--- src/hw/fcsm_pkg.sv ---
// Constants and types shared by the flash command sequence monitor
package fcsm_pkg;

  // Register byte offsets inside the register window
  localparam logic [7:0] OFF_CLKDIV = 8'h00;
  localparam logic [7:0] OFF_PROT   = 8'h04;
  localparam logic [7:0] OFF_USTAT  = 8'h08;
  localparam logic [7:0] OFF_CMD    = 8'h0C;
  localparam logic [7:0] OFF_STAT   = 8'h10;
  localparam logic [7:0] OFF_CAUSE  = 8'h14;

  // Address decode of the array window
  localparam int ARRAY_SEL_BIT = 19;
  localparam int SECTOR_LSB    = 14;
  localparam int SECTOR_W      = 5;

  // Field positions of the user status register
  localparam int USTAT_COMMAND_BUFFER_EMPTY_FLAG_BIT  = 7;
  localparam int USTAT_COMMAND_COMPLETE_FLAG_BIT   = 6;
  localparam int USTAT_PROTECTION_VIOLATION_FLAG_BIT  = 5;
  localparam int USTAT_ACCESS_ERROR_FLAG_BIT = 4;

  // Field widths and positions of the divider register
  localparam int DIV_W          = 6;
  localparam int DIV_LOADED_BIT = 7;

  // Bus encodings
  localparam logic [2:0] HSIZE_WORD = 3'h2;
  localparam logic [1:0] HRESP_OKAY = 2'h0;

  // User command codes
  localparam logic [7:0] CMD_PROGRAM    = 8'h01;
  localparam logic [7:0] CMD_PAGE_ERASE = 8'h02;
  localparam logic [7:0] CMD_MASS_ERASE = 8'h03;
  localparam logic [7:0] CMD_VERIFY     = 8'h04;

  // Execution lengths in divided clock ticks
  localparam int CNT_W = 16;
  localparam logic [CNT_W-1:0] TICKS_PROGRAM = 16'h0020;
  localparam logic [CNT_W-1:0] TICKS_ERASE   = 16'h0100;
  localparam logic [CNT_W-1:0] TICKS_MASS    = 16'h0400;
  localparam logic [CNT_W-1:0] TICKS_VERIFY  = 16'h0008;

  // Value returned by array reads while a command runs
  localparam logic [31:0] ARRAY_INVALID_WORD = 32'hFFFF_FFFF;

  // Reset values
  localparam logic [31:0] PROT_RESET = 32'h0000_0000;
  localparam logic [7:0]  CMD_RESET  = 8'h00;

  // Cause codes of the last refused step
  typedef enum logic [3:0] {
    CAUSE_NONE     = 4'h0,
    CAUSE_NO_DIV   = 4'h1,
    CAUSE_EMU      = 4'h2,
    CAUSE_SIZE     = 4'h3,
    CAUSE_NOT_EMPT = 4'h4,
    CAUSE_BAD_CMD  = 4'h5,
    CAUSE_NOT_CMD  = 4'h6,
    CAUSE_SECOND   = 4'h7,
    CAUSE_NOT_LNCH = 4'h8,
    CAUSE_STOP     = 4'h9,
    CAUSE_CB_ABORT = 4'hA,
    CAUSE_PROT     = 4'hB,
    CAUSE_MASS     = 4'hC,
    CAUSE_NO_DATA  = 4'hD
  } fcsm_cause_e;

  typedef enum logic [1:0] {
    SEQ_IDLE = 2'b00,
    SEQ_DATA = 2'b01,
    SEQ_CMD  = 2'b11
  } fcsm_seq_e;

  typedef struct packed {
    logic [31:0] addr;
    logic [2:0]  size;
    logic        write;
  } fcsm_req_s;

  typedef struct packed {
    logic [DIV_W-1:0] presc;
    logic [CNT_W-1:0] cnt;
    logic             busy;
    logic             done;
  } fcsm_tmr_s;

  typedef struct packed {
    fcsm_req_s        req;
    logic             wr_pend;
    logic             rd_pend;
    logic             hreadyout;
    logic [1:0]       hresp;
    logic [31:0]      hrdata;
    logic             stop_s1;
    logic             stop_s2;
    logic             stop_s3;
    logic             emu_s1;
    logic             emu_s2;
    fcsm_seq_e        state;
    logic             queued;
    logic [DIV_W-1:0] div;
    logic             div_loaded;
    logic [31:0]      prot;
    logic [7:0]       cmd;
    logic [31:0]      arr_data;
    logic             access_error_flag;
    logic             protection_violation_flag;
    fcsm_cause_e      cause;
    logic             hv_on;
  } fcsm_state_s;

endpackage

--- src/hw/fcsm_exec_timer.sv ---
// Command execution timer with its own divided tick
`timescale 1ns/1ps
module fcsm_exec_timer
  import fcsm_pkg::*;
(
  input  wire logic             hclk,
  input  wire logic             hresetn,
  input  wire logic [DIV_W-1:0] div_val,
  input  wire logic             start,
  input  wire logic [7:0]       start_cmd,
  input  wire logic             abort,
  output logic                  busy,
  output logic                  done
);

  fcsm_tmr_s s_q;
  fcsm_tmr_s s_d;

  always_comb begin
    s_d      = s_q;
    s_d.done = 1'b0;
    if (abort) begin
      // Stop entry cuts the high voltage at once
      s_d.busy = 1'b0;
      s_d.cnt  = '0;
    end else if (start && !s_q.busy) begin
      s_d.busy  = 1'b1;
      s_d.presc = div_val;
      unique case (start_cmd)
        CMD_PROGRAM:    s_d.cnt = TICKS_PROGRAM;
        CMD_PAGE_ERASE: s_d.cnt = TICKS_ERASE;
        CMD_MASS_ERASE: s_d.cnt = TICKS_MASS;
        default:        s_d.cnt = TICKS_VERIFY;
      endcase
    end else if (s_q.busy) begin
      if (s_q.presc == '0) begin
        s_d.presc = div_val;
        if (s_q.cnt <= 16'h0001) begin
          s_d.busy = 1'b0;
          s_d.done = 1'b1;
          s_d.cnt  = '0;
        end else begin
          s_d.cnt = s_q.cnt - 16'h0001;
        end
      end else begin
        s_d.presc = s_q.presc - 6'h01;
      end
    end
  end

  always_ff @(posedge hclk or negedge hresetn) begin
    if (!hresetn) begin
      s_q <= '0;
    end else begin
      s_q <= s_d;
    end
  end

  assign busy = s_q.busy;
  assign done = s_q.done;

endmodule

--- src/hw/fcsm_top.sv ---
// Flash command sequence monitor with its AHB-Lite register slave
//
// Our own choices: register access over AHB-Lite and the register offsets.
`timescale 1ns/1ps
module fcsm_top
  import fcsm_pkg::*;
(
  input  wire logic        hclk,
  input  wire logic        hresetn,
  input  wire logic        hsel,
  input  wire logic [31:0] haddr,
  input  wire logic [1:0]  htrans,
  input  wire logic        hwrite,
  input  wire logic [2:0]  hsize,
  input  wire logic [31:0] hwdata,
  input  wire logic        hready,
  output logic [31:0]      hrdata,
  output logic             hreadyout,
  output logic [1:0]       hresp,
  input  wire logic        stop_mode_req,
  input  wire logic        emulation_mode,
  output logic             high_voltage_on
);

  fcsm_state_s s_q;
  fcsm_state_s s_d;

  logic                tmr_busy;
  logic                tmr_done;
  logic                tmr_start;
  logic                tmr_abort;
  logic                stop_rise;
  logic                command_buffer_empty_flag;
  logic                command_complete_flag;
  logic                acc_set;
  logic                pv_set;
  logic                acc_clr;
  logic                pv_clr;
  logic                is_array;
  logic [7:0]          off;
  logic [SECTOR_W-1:0] sector;
  logic [31:0]         rdata;
  fcsm_cause_e         cause_new;

  fcsm_exec_timer u_timer (
    .hclk      (hclk),
    .hresetn   (hresetn),
    .div_val   (s_q.div),
    .start     (tmr_start),
    .start_cmd (s_q.cmd),
    .abort     (tmr_abort),
    .busy      (tmr_busy),
    .done      (tmr_done)
  );

  // The buffer is empty only with no sequence open and nothing queued
  assign command_buffer_empty_flag    = (s_q.state == SEQ_IDLE) && !s_q.queued;
  assign command_complete_flag     = !tmr_busy && !s_q.queued;
  assign is_array = s_q.req.addr[ARRAY_SEL_BIT];
  assign off      = s_q.req.addr[7:0];
  assign sector   = s_q.req.addr[SECTOR_LSB +: SECTOR_W];
  // Edge is taken from the second and third stages, never the first
  assign stop_rise = s_q.stop_s2 && !s_q.stop_s3;

  // Read data for the register window and the array window
  always_comb begin
    rdata = 32'h0000_0000;
    if (is_array) begin
      // Array contents are not modelled: the last accepted word is returned when no command runs or waits
      if (!command_complete_flag) begin
        rdata = ARRAY_INVALID_WORD;
      end else begin
        rdata = s_q.arr_data;
      end
    end else begin
      unique case (off)
        OFF_CLKDIV: begin
          rdata[DIV_W-1:0]      = s_q.div;
          rdata[DIV_LOADED_BIT] = s_q.div_loaded;
        end
        OFF_PROT: begin
          rdata = s_q.prot;
        end
        OFF_USTAT: begin
          rdata[USTAT_COMMAND_BUFFER_EMPTY_FLAG_BIT]  = command_buffer_empty_flag;
          rdata[USTAT_COMMAND_COMPLETE_FLAG_BIT]   = command_complete_flag;
          rdata[USTAT_PROTECTION_VIOLATION_FLAG_BIT]  = s_q.protection_violation_flag;
          rdata[USTAT_ACCESS_ERROR_FLAG_BIT] = s_q.access_error_flag;
        end
        OFF_CMD: begin
          rdata[7:0] = s_q.cmd;
        end
        OFF_STAT: begin
          rdata[1:0] = s_q.state;
          rdata[2]   = s_q.queued;
          rdata[3]   = tmr_busy;
        end
        OFF_CAUSE: begin
          rdata[3:0] = s_q.cause;
        end
        default: begin
          rdata = 32'h0000_0000;
        end
      endcase
    end
  end

  always_comb begin
    s_d       = s_q;
    acc_set   = 1'b0;
    pv_set    = 1'b0;
    acc_clr   = 1'b0;
    pv_clr    = 1'b0;
    tmr_start = 1'b0;
    tmr_abort = 1'b0;
    cause_new = CAUSE_NONE;

    // Pin synchronisers
    s_d.stop_s1 = stop_mode_req;
    s_d.stop_s2 = s_q.stop_s1;
    s_d.stop_s3 = s_q.stop_s2;
    s_d.emu_s1  = emulation_mode;
    s_d.emu_s2  = s_q.emu_s1;

    // Bus: reads take one wait state so that a write just before is seen
    s_d.hreadyout = 1'b1;
    s_d.hresp     = HRESP_OKAY;
    s_d.wr_pend   = 1'b0;
    if (s_q.rd_pend) begin
      s_d.hrdata  = rdata;
      s_d.rd_pend = 1'b0;
    end
    if (hsel && htrans[1] && hready) begin
      s_d.req.addr  = haddr;
      s_d.req.size  = hsize;
      s_d.req.write = hwrite;
      s_d.wr_pend   = hwrite;
      s_d.rd_pend   = !hwrite;
      s_d.hreadyout = hwrite;
    end

    // Write data phase: the monitor checks each step of the sequence
    if (s_q.wr_pend) begin
      if (is_array) begin
        if (s_q.access_error_flag || s_q.protection_violation_flag) begin
          // Refused until software clears both flags
          s_d.state = s_q.state;
        end else if (!s_q.div_loaded) begin
          acc_set   = 1'b1;
          cause_new = CAUSE_NO_DIV;
        end else if (s_q.emu_s2) begin
          acc_set   = 1'b1;
          cause_new = CAUSE_EMU;
        end else if (s_q.req.size != HSIZE_WORD) begin
          acc_set   = 1'b1;
          cause_new = CAUSE_SIZE;
        end else if (s_q.state == SEQ_DATA) begin
          acc_set   = 1'b1;
          cause_new = CAUSE_NOT_CMD;
        end else if (s_q.state == SEQ_CMD) begin
          acc_set   = 1'b1;
          cause_new = CAUSE_NOT_LNCH;
        end else if (!command_buffer_empty_flag) begin
          acc_set   = 1'b1;
          cause_new = CAUSE_NOT_EMPT;
        end else if (s_q.prot[sector]) begin
          pv_set    = 1'b1;
          cause_new = CAUSE_PROT;
        end else begin
          s_d.arr_data = hwdata;
          s_d.state    = SEQ_DATA;
        end
      end else begin
        unique case (s_q.state)
          SEQ_IDLE: begin
            if (off == OFF_CLKDIV) begin
              s_d.div        = hwdata[DIV_W-1:0];
              s_d.div_loaded = 1'b1;
            end else if (off == OFF_PROT) begin
              s_d.prot = hwdata;
            end else if (off == OFF_USTAT) begin
              acc_clr = hwdata[USTAT_ACCESS_ERROR_FLAG_BIT];
              pv_clr  = hwdata[USTAT_PROTECTION_VIOLATION_FLAG_BIT];
            end else if (off == OFF_CMD) begin
              // A command with no longword before it is an illegal step
              acc_set   = 1'b1;
              cause_new = s_q.queued ? CAUSE_SECOND : CAUSE_NO_DATA;
            end
          end
          SEQ_DATA: begin
            if (off == OFF_CMD) begin
              if (hwdata[7:0] != CMD_PROGRAM && hwdata[7:0] != CMD_PAGE_ERASE &&
                  hwdata[7:0] != CMD_MASS_ERASE && hwdata[7:0] != CMD_VERIFY) begin
                acc_set   = 1'b1;
                cause_new = CAUSE_BAD_CMD;
              end else if (hwdata[7:0] == CMD_MASS_ERASE && (|s_q.prot)) begin
                pv_set    = 1'b1;
                cause_new = CAUSE_MASS;
              end else begin
                s_d.cmd   = hwdata[7:0];
                s_d.state = SEQ_CMD;
              end
            end else if (off == OFF_USTAT && !hwdata[USTAT_COMMAND_BUFFER_EMPTY_FLAG_BIT]) begin
              acc_set   = 1'b1;
              cause_new = CAUSE_CB_ABORT;
            end else begin
              acc_set   = 1'b1;
              cause_new = CAUSE_NOT_CMD;
            end
          end
          SEQ_CMD: begin
            if (off == OFF_USTAT && hwdata[USTAT_COMMAND_BUFFER_EMPTY_FLAG_BIT]) begin
              // Launch: the command waits here if the previous one still runs
              s_d.queued = 1'b1;
              s_d.state  = SEQ_IDLE;
            end else if (off == OFF_USTAT) begin
              acc_set   = 1'b1;
              cause_new = CAUSE_CB_ABORT;
            end else if (off == OFF_CMD) begin
              acc_set   = 1'b1;
              cause_new = CAUSE_SECOND;
            end else begin
              acc_set   = 1'b1;
              cause_new = CAUSE_NOT_LNCH;
            end
          end
          default: begin
            s_d.state = SEQ_IDLE;
          end
        endcase
      end
    end

    // Any refused step drops the open sequence at once
    if (acc_set || pv_set) begin
      s_d.state = SEQ_IDLE;
    end

    // Hand a launched command to the timer once it is free
    if (s_q.queued && !tmr_busy && !stop_rise) begin
      tmr_start  = 1'b1;
      s_d.queued = 1'b0;
    end

    // Stop entry: software should never do this mid-command, cells are left undefined
    if (stop_rise) begin
      if (tmr_busy || s_q.queued) begin
        tmr_abort  = 1'b1;
        s_d.queued = 1'b0;
        acc_set    = 1'b1;
        cause_new  = CAUSE_STOP;
      end
      s_d.state = SEQ_IDLE;
    end

    // Hardware set wins over a software clear in the same cycle
    s_d.access_error_flag = (s_q.access_error_flag && !acc_clr) || acc_set;
    s_d.protection_violation_flag  = (s_q.protection_violation_flag && !pv_clr) || pv_set;
    if (acc_set || pv_set) begin
      s_d.cause = cause_new;
    end
    s_d.hv_on = tmr_busy && !tmr_abort && !tmr_done;
  end

  always_ff @(posedge hclk or negedge hresetn) begin
    if (!hresetn) begin
      s_q           <= '0;
      s_q.hreadyout <= 1'b1;
      s_q.hresp     <= HRESP_OKAY;
      s_q.state     <= SEQ_IDLE;
      s_q.prot      <= PROT_RESET;
      s_q.cmd       <= CMD_RESET;
      s_q.cause     <= CAUSE_NONE;
    end else begin
      s_q <= s_d;
    end
  end

  assign hrdata          = s_q.hrdata;
  assign hreadyout       = s_q.hreadyout;
  assign hresp           = s_q.hresp;
  assign high_voltage_on = s_q.hv_on;

endmodule

--- config.mk ---
export PLATFORM = sky130hd
export DESIGN_NAME = fcsm_top
export DESIGN_NICKNAME = d
export VERILOG_FILES = /design/src/hw/fcsm_pkg.sv /design/src/hw/fcsm_exec_timer.sv /design/src/hw/fcsm_top.sv
export SDC_FILE = /design/constraint.sdc
export NUM_CORES = 1
export LEC_CHECK = 0
export BUFFER_PORTS_ARGS = -buffer_cell sky130_fd_sc_hd__buf_2
export CORE_UTILIZATION = 53
export CTS_CLUSTER_DIAMETER = 40
export DETAILED_ROUTE_END_ITERATION = 10
export PLACE_DENSITY = 0.77
export SLEW_MARGIN = 20
export SYNTH_ARGS = -nofsm -noshare
export SYNTH_HDL_FRONTEND = slang
export SYNTH_SLANG_ARGS = --single-unit
--- constraint.sdc ---
create_clock -name hclk -period 2.36 [get_ports hclk]
set_input_delay 0.472 -clock hclk [delete_from_list [all_inputs] [get_ports hclk]]
set_output_delay 0.472 -clock hclk [all_outputs]
set_load 0.01 [all_outputs]
==> flow_summary.ini <==
[status]
status = finished with violations
violations = negative setup slack

[sta]
relSlewSlack = 0.594
finalCritPeriodShare = 1.08
fin_crit_ns = 2.55
layout_setup_ws_ns = -0.191
finalSetupViolations = 63
skew_ns = 0.0107
fmax_mhz = 392
rsz0062_at_grt = true
slew_violations = 0
hold_violations = 0
hold_slack_ns = 0.146
tightest_slew_ns = 0.609
timing.setup.tns_ns = -6.52

[routing]
dr.pass1.iters = 5
wl_per_cell_um = 19.3
vias_per_cell = 5.88
drc_errors = 0
drtIter0Drc = 514
postRouteAntennaNets = 0
vias = 6640
routed_wl_um = 21800

[die]
core_area_um2 = 15800
io_pins = 112
die-area_um2 = 16600
placementRows = 46
die_x_um = 129
die_h_um = 129
start_util = 0.540

[synthesis]
synth_seq_cells = 170
yosysMostFrequentCell = dfrtp_1
yosysSeqAreaShare = 0.498
syn_area_um2 = 8550
synth.avg_cell_area_um2 = 10.9
synth_enable_flop_cells = 0
ys.flop_type = dfrtp_1
yosysUniqueCellTypes = 72
yosys.area.top_type = dfrtp_1
synth_common_cells = 169 x dfrtp_1, 116 x mux2_2, 93 x nor2_1
synth_top_area_share = 0.495
synthArstFlopShare = 1.00
netlist_top_cells_area = dfrtp_1 49%, mux2_2 15%, nor2_1 4.1%, buf_4 3.0%, a21oi_1 2.9%
ys_warn_count = 0
syn_inst = 784

[global_route]
top_usage_layer = met2
grt_use_met2 = 0.402
use_met3 = 0.0557
grt_pass1_wl_um = 32300
grtUsageTotal = 0.257
antenna_found_initial = 0
first_global_vias = 6161
grt_max_degree = 53
met1_usage = 0.357
overflow = 0

[cts]
cts.clk_slew.worst_paths_ns = 0.07
clock_sinks = 170
clkLatencyLatePin_ns = 0.44
clk_path_buf_depth = 2
cts_root_buf = clkbuf_16
cts_tree = yes
cts_buffers = 17
cts_max_level = 4

[power]
p_per_area_nw_per_um2 = 714
p_total_uw = 7550
switching_share = 0.286
peakVddDrop_mv = 0.592
seq_power_share = 0.451
p_clk_frac = 0.353
power_frac_comb = 0.195
p_sw_uw = 2160
internal_power_uw = 5390
power_leakage_uw = 0.00489

[flow_run]
drv_cap = 0

[setup_path]
worstPathArrival_ns = 2.87
worstSetupPathType = flop to flop
start_kind = flop
path_max_fanout = 8
cp_data_required_time_ns = 2.68
cp-end-kind = flop

[placed_design]
routabilityCongestion = 0.873
port_buffers = 90
placedInstanceArea_um2 = 9350
hpwl_um = 13500
dp_slack_ns = -0.167

[layout]
design_area_um2 = 10600
syn_to_final_growth_pct = 23.7
fillerInstances = 1117
final_layout_size_suffix_gt1_frac = 0.421
layout.nets = 981
multi_input_area_um2 = 4100
antennaDiodeCount = 0
regArea_um2 = 4260

[min_path]
hold_path_class = input pin to flop
-- logic make-up after synthesis --
logic type               Yosys count  synth area share
buffers and inverters             94            0.0616
AO/OA/AOI/OAI                    158             0.117
adder cells (fa/ha/maj)            4           0.00586
multiplexers                     139             0.188
flip-flops                       170             0.498
AND/OR/NAND/NOR                  218             0.130
other                              1          0.000439
-- timing repair --
item	CTS	global route
pin swaps	8	47
endpoints found under the setup margin	43	107
hold endpoints to repair	41	0
hold buffers	1	0
setup buffers	5	8
gates cloned	2	4
resized for setup	21	78
-- cells in the final DEF, fill, tap and decap left out, types with 6 or more instances in the layout --
master     Yosys  routed
dfrtp_1      169     168
mux2_2       116      99
nor2_1        93      90
buf_2          7      89
buf_4         34      58
o21ai_0       47      35
a21oi_1       49      32
nand2_1       30      29
clkbuf_16      0      21
inv_1         18      18
mux2_4         0      18
mux2i_1       14      13
a21oi_2        1      13
nand2b_1      13      12
nor4_1        12      11
nor3_1        14      11
o21ai_1        0      11
buf_6          5      11
nand3_1        9       9
nor2b_1        9       9
and2_1         7       7
buf_12         0       6
-- power groups by stage --
stage / Sequential (uW) / Combinational [uW] / Clock, uW
floorplan: 3360 / 1000 / 0
global placement: 3420 / 1240 / 0
detailed placement: 3430 / 1270 / 0
CTS: 3390 / 1330 / 2700
global route: 3440 / 1590 / 2810
finish: 3410 / 1470 / 2670
-- area by class of cell --
type,instances,area share
clock buffer,18,0.0415
clock inverter,13,0.0114
inverter,18,0.00639
multi-input combinational,521,0.388
sequential,170,0.403
tap,216,0.0256
timing repair buffer,173,0.125
-- state kept, by name, indices dropped and copies added, names as in the netlist --
register	flops
high_voltage_on	1
hrdata	32
u_timer.done	1
u_timer.busy	1
u_timer.s_q	22
s_d	3
off	8
s_q	100
is_array	1
hreadyout	1
-- metal layers --
metal	routed length, um	share of wire	vias up
met4	534	0.025	0
met1	9430	0.43	3321
met2	10400	0.48	241
met5	0	0	-
li1	-	-	3029
met3	1390	0.064	49
-- critical path, stage by stage, from the launching register on --
cell and delay [ns]:
dfrtp_2 0.46, buf_6 0.15, buf_4 0.13, mux2i_1 0.26, a2bb2oi_2 0.13, a22oi_2 0.24, o311ai_4 0.17, nor3_4 0.21
buf_6 0.16, clkbuf_16 0.17, mux2_2 0.34
-- final timing paths --
check	startpoint	endpoint	slack [ns]	depth (start not counted)
worst min-delay path	stop_mode_req	s_d[92]$_DFF_PN0_	0.15	1
worst max-delay path	s_q[150]$_DFFE_PN0P_	s_q[18]$_DFFE_PN0P_	-0.19	10
min in group asynchronous	hresetn	u_timer.s_q[9]$_DFFE_PN0P_	0.53	2
worst min register to register	s_d[89]$_DFF_PN0_	s_q[89]$_DFF_PN0_	0.35	0
worst max register to register	s_q[150]$_DFFE_PN0P_	s_q[18]$_DFFE_PN0P_	-0.19	10
max in group asynchronous	hresetn	hrdata[18]$_DFFE_PN0P_	1.04	3
-- per-stage QoR --
stage,util,std cells
3_5_place_dp,0.591,1078
2_1_floorplan,-,785
3_3_place_gp,0.591,1078
6_report,0.668,1129
4_1_cts,0.638,1117
5_1_grt,0.668,1129
Note: power is estimated with default switching activity, not from simulation.
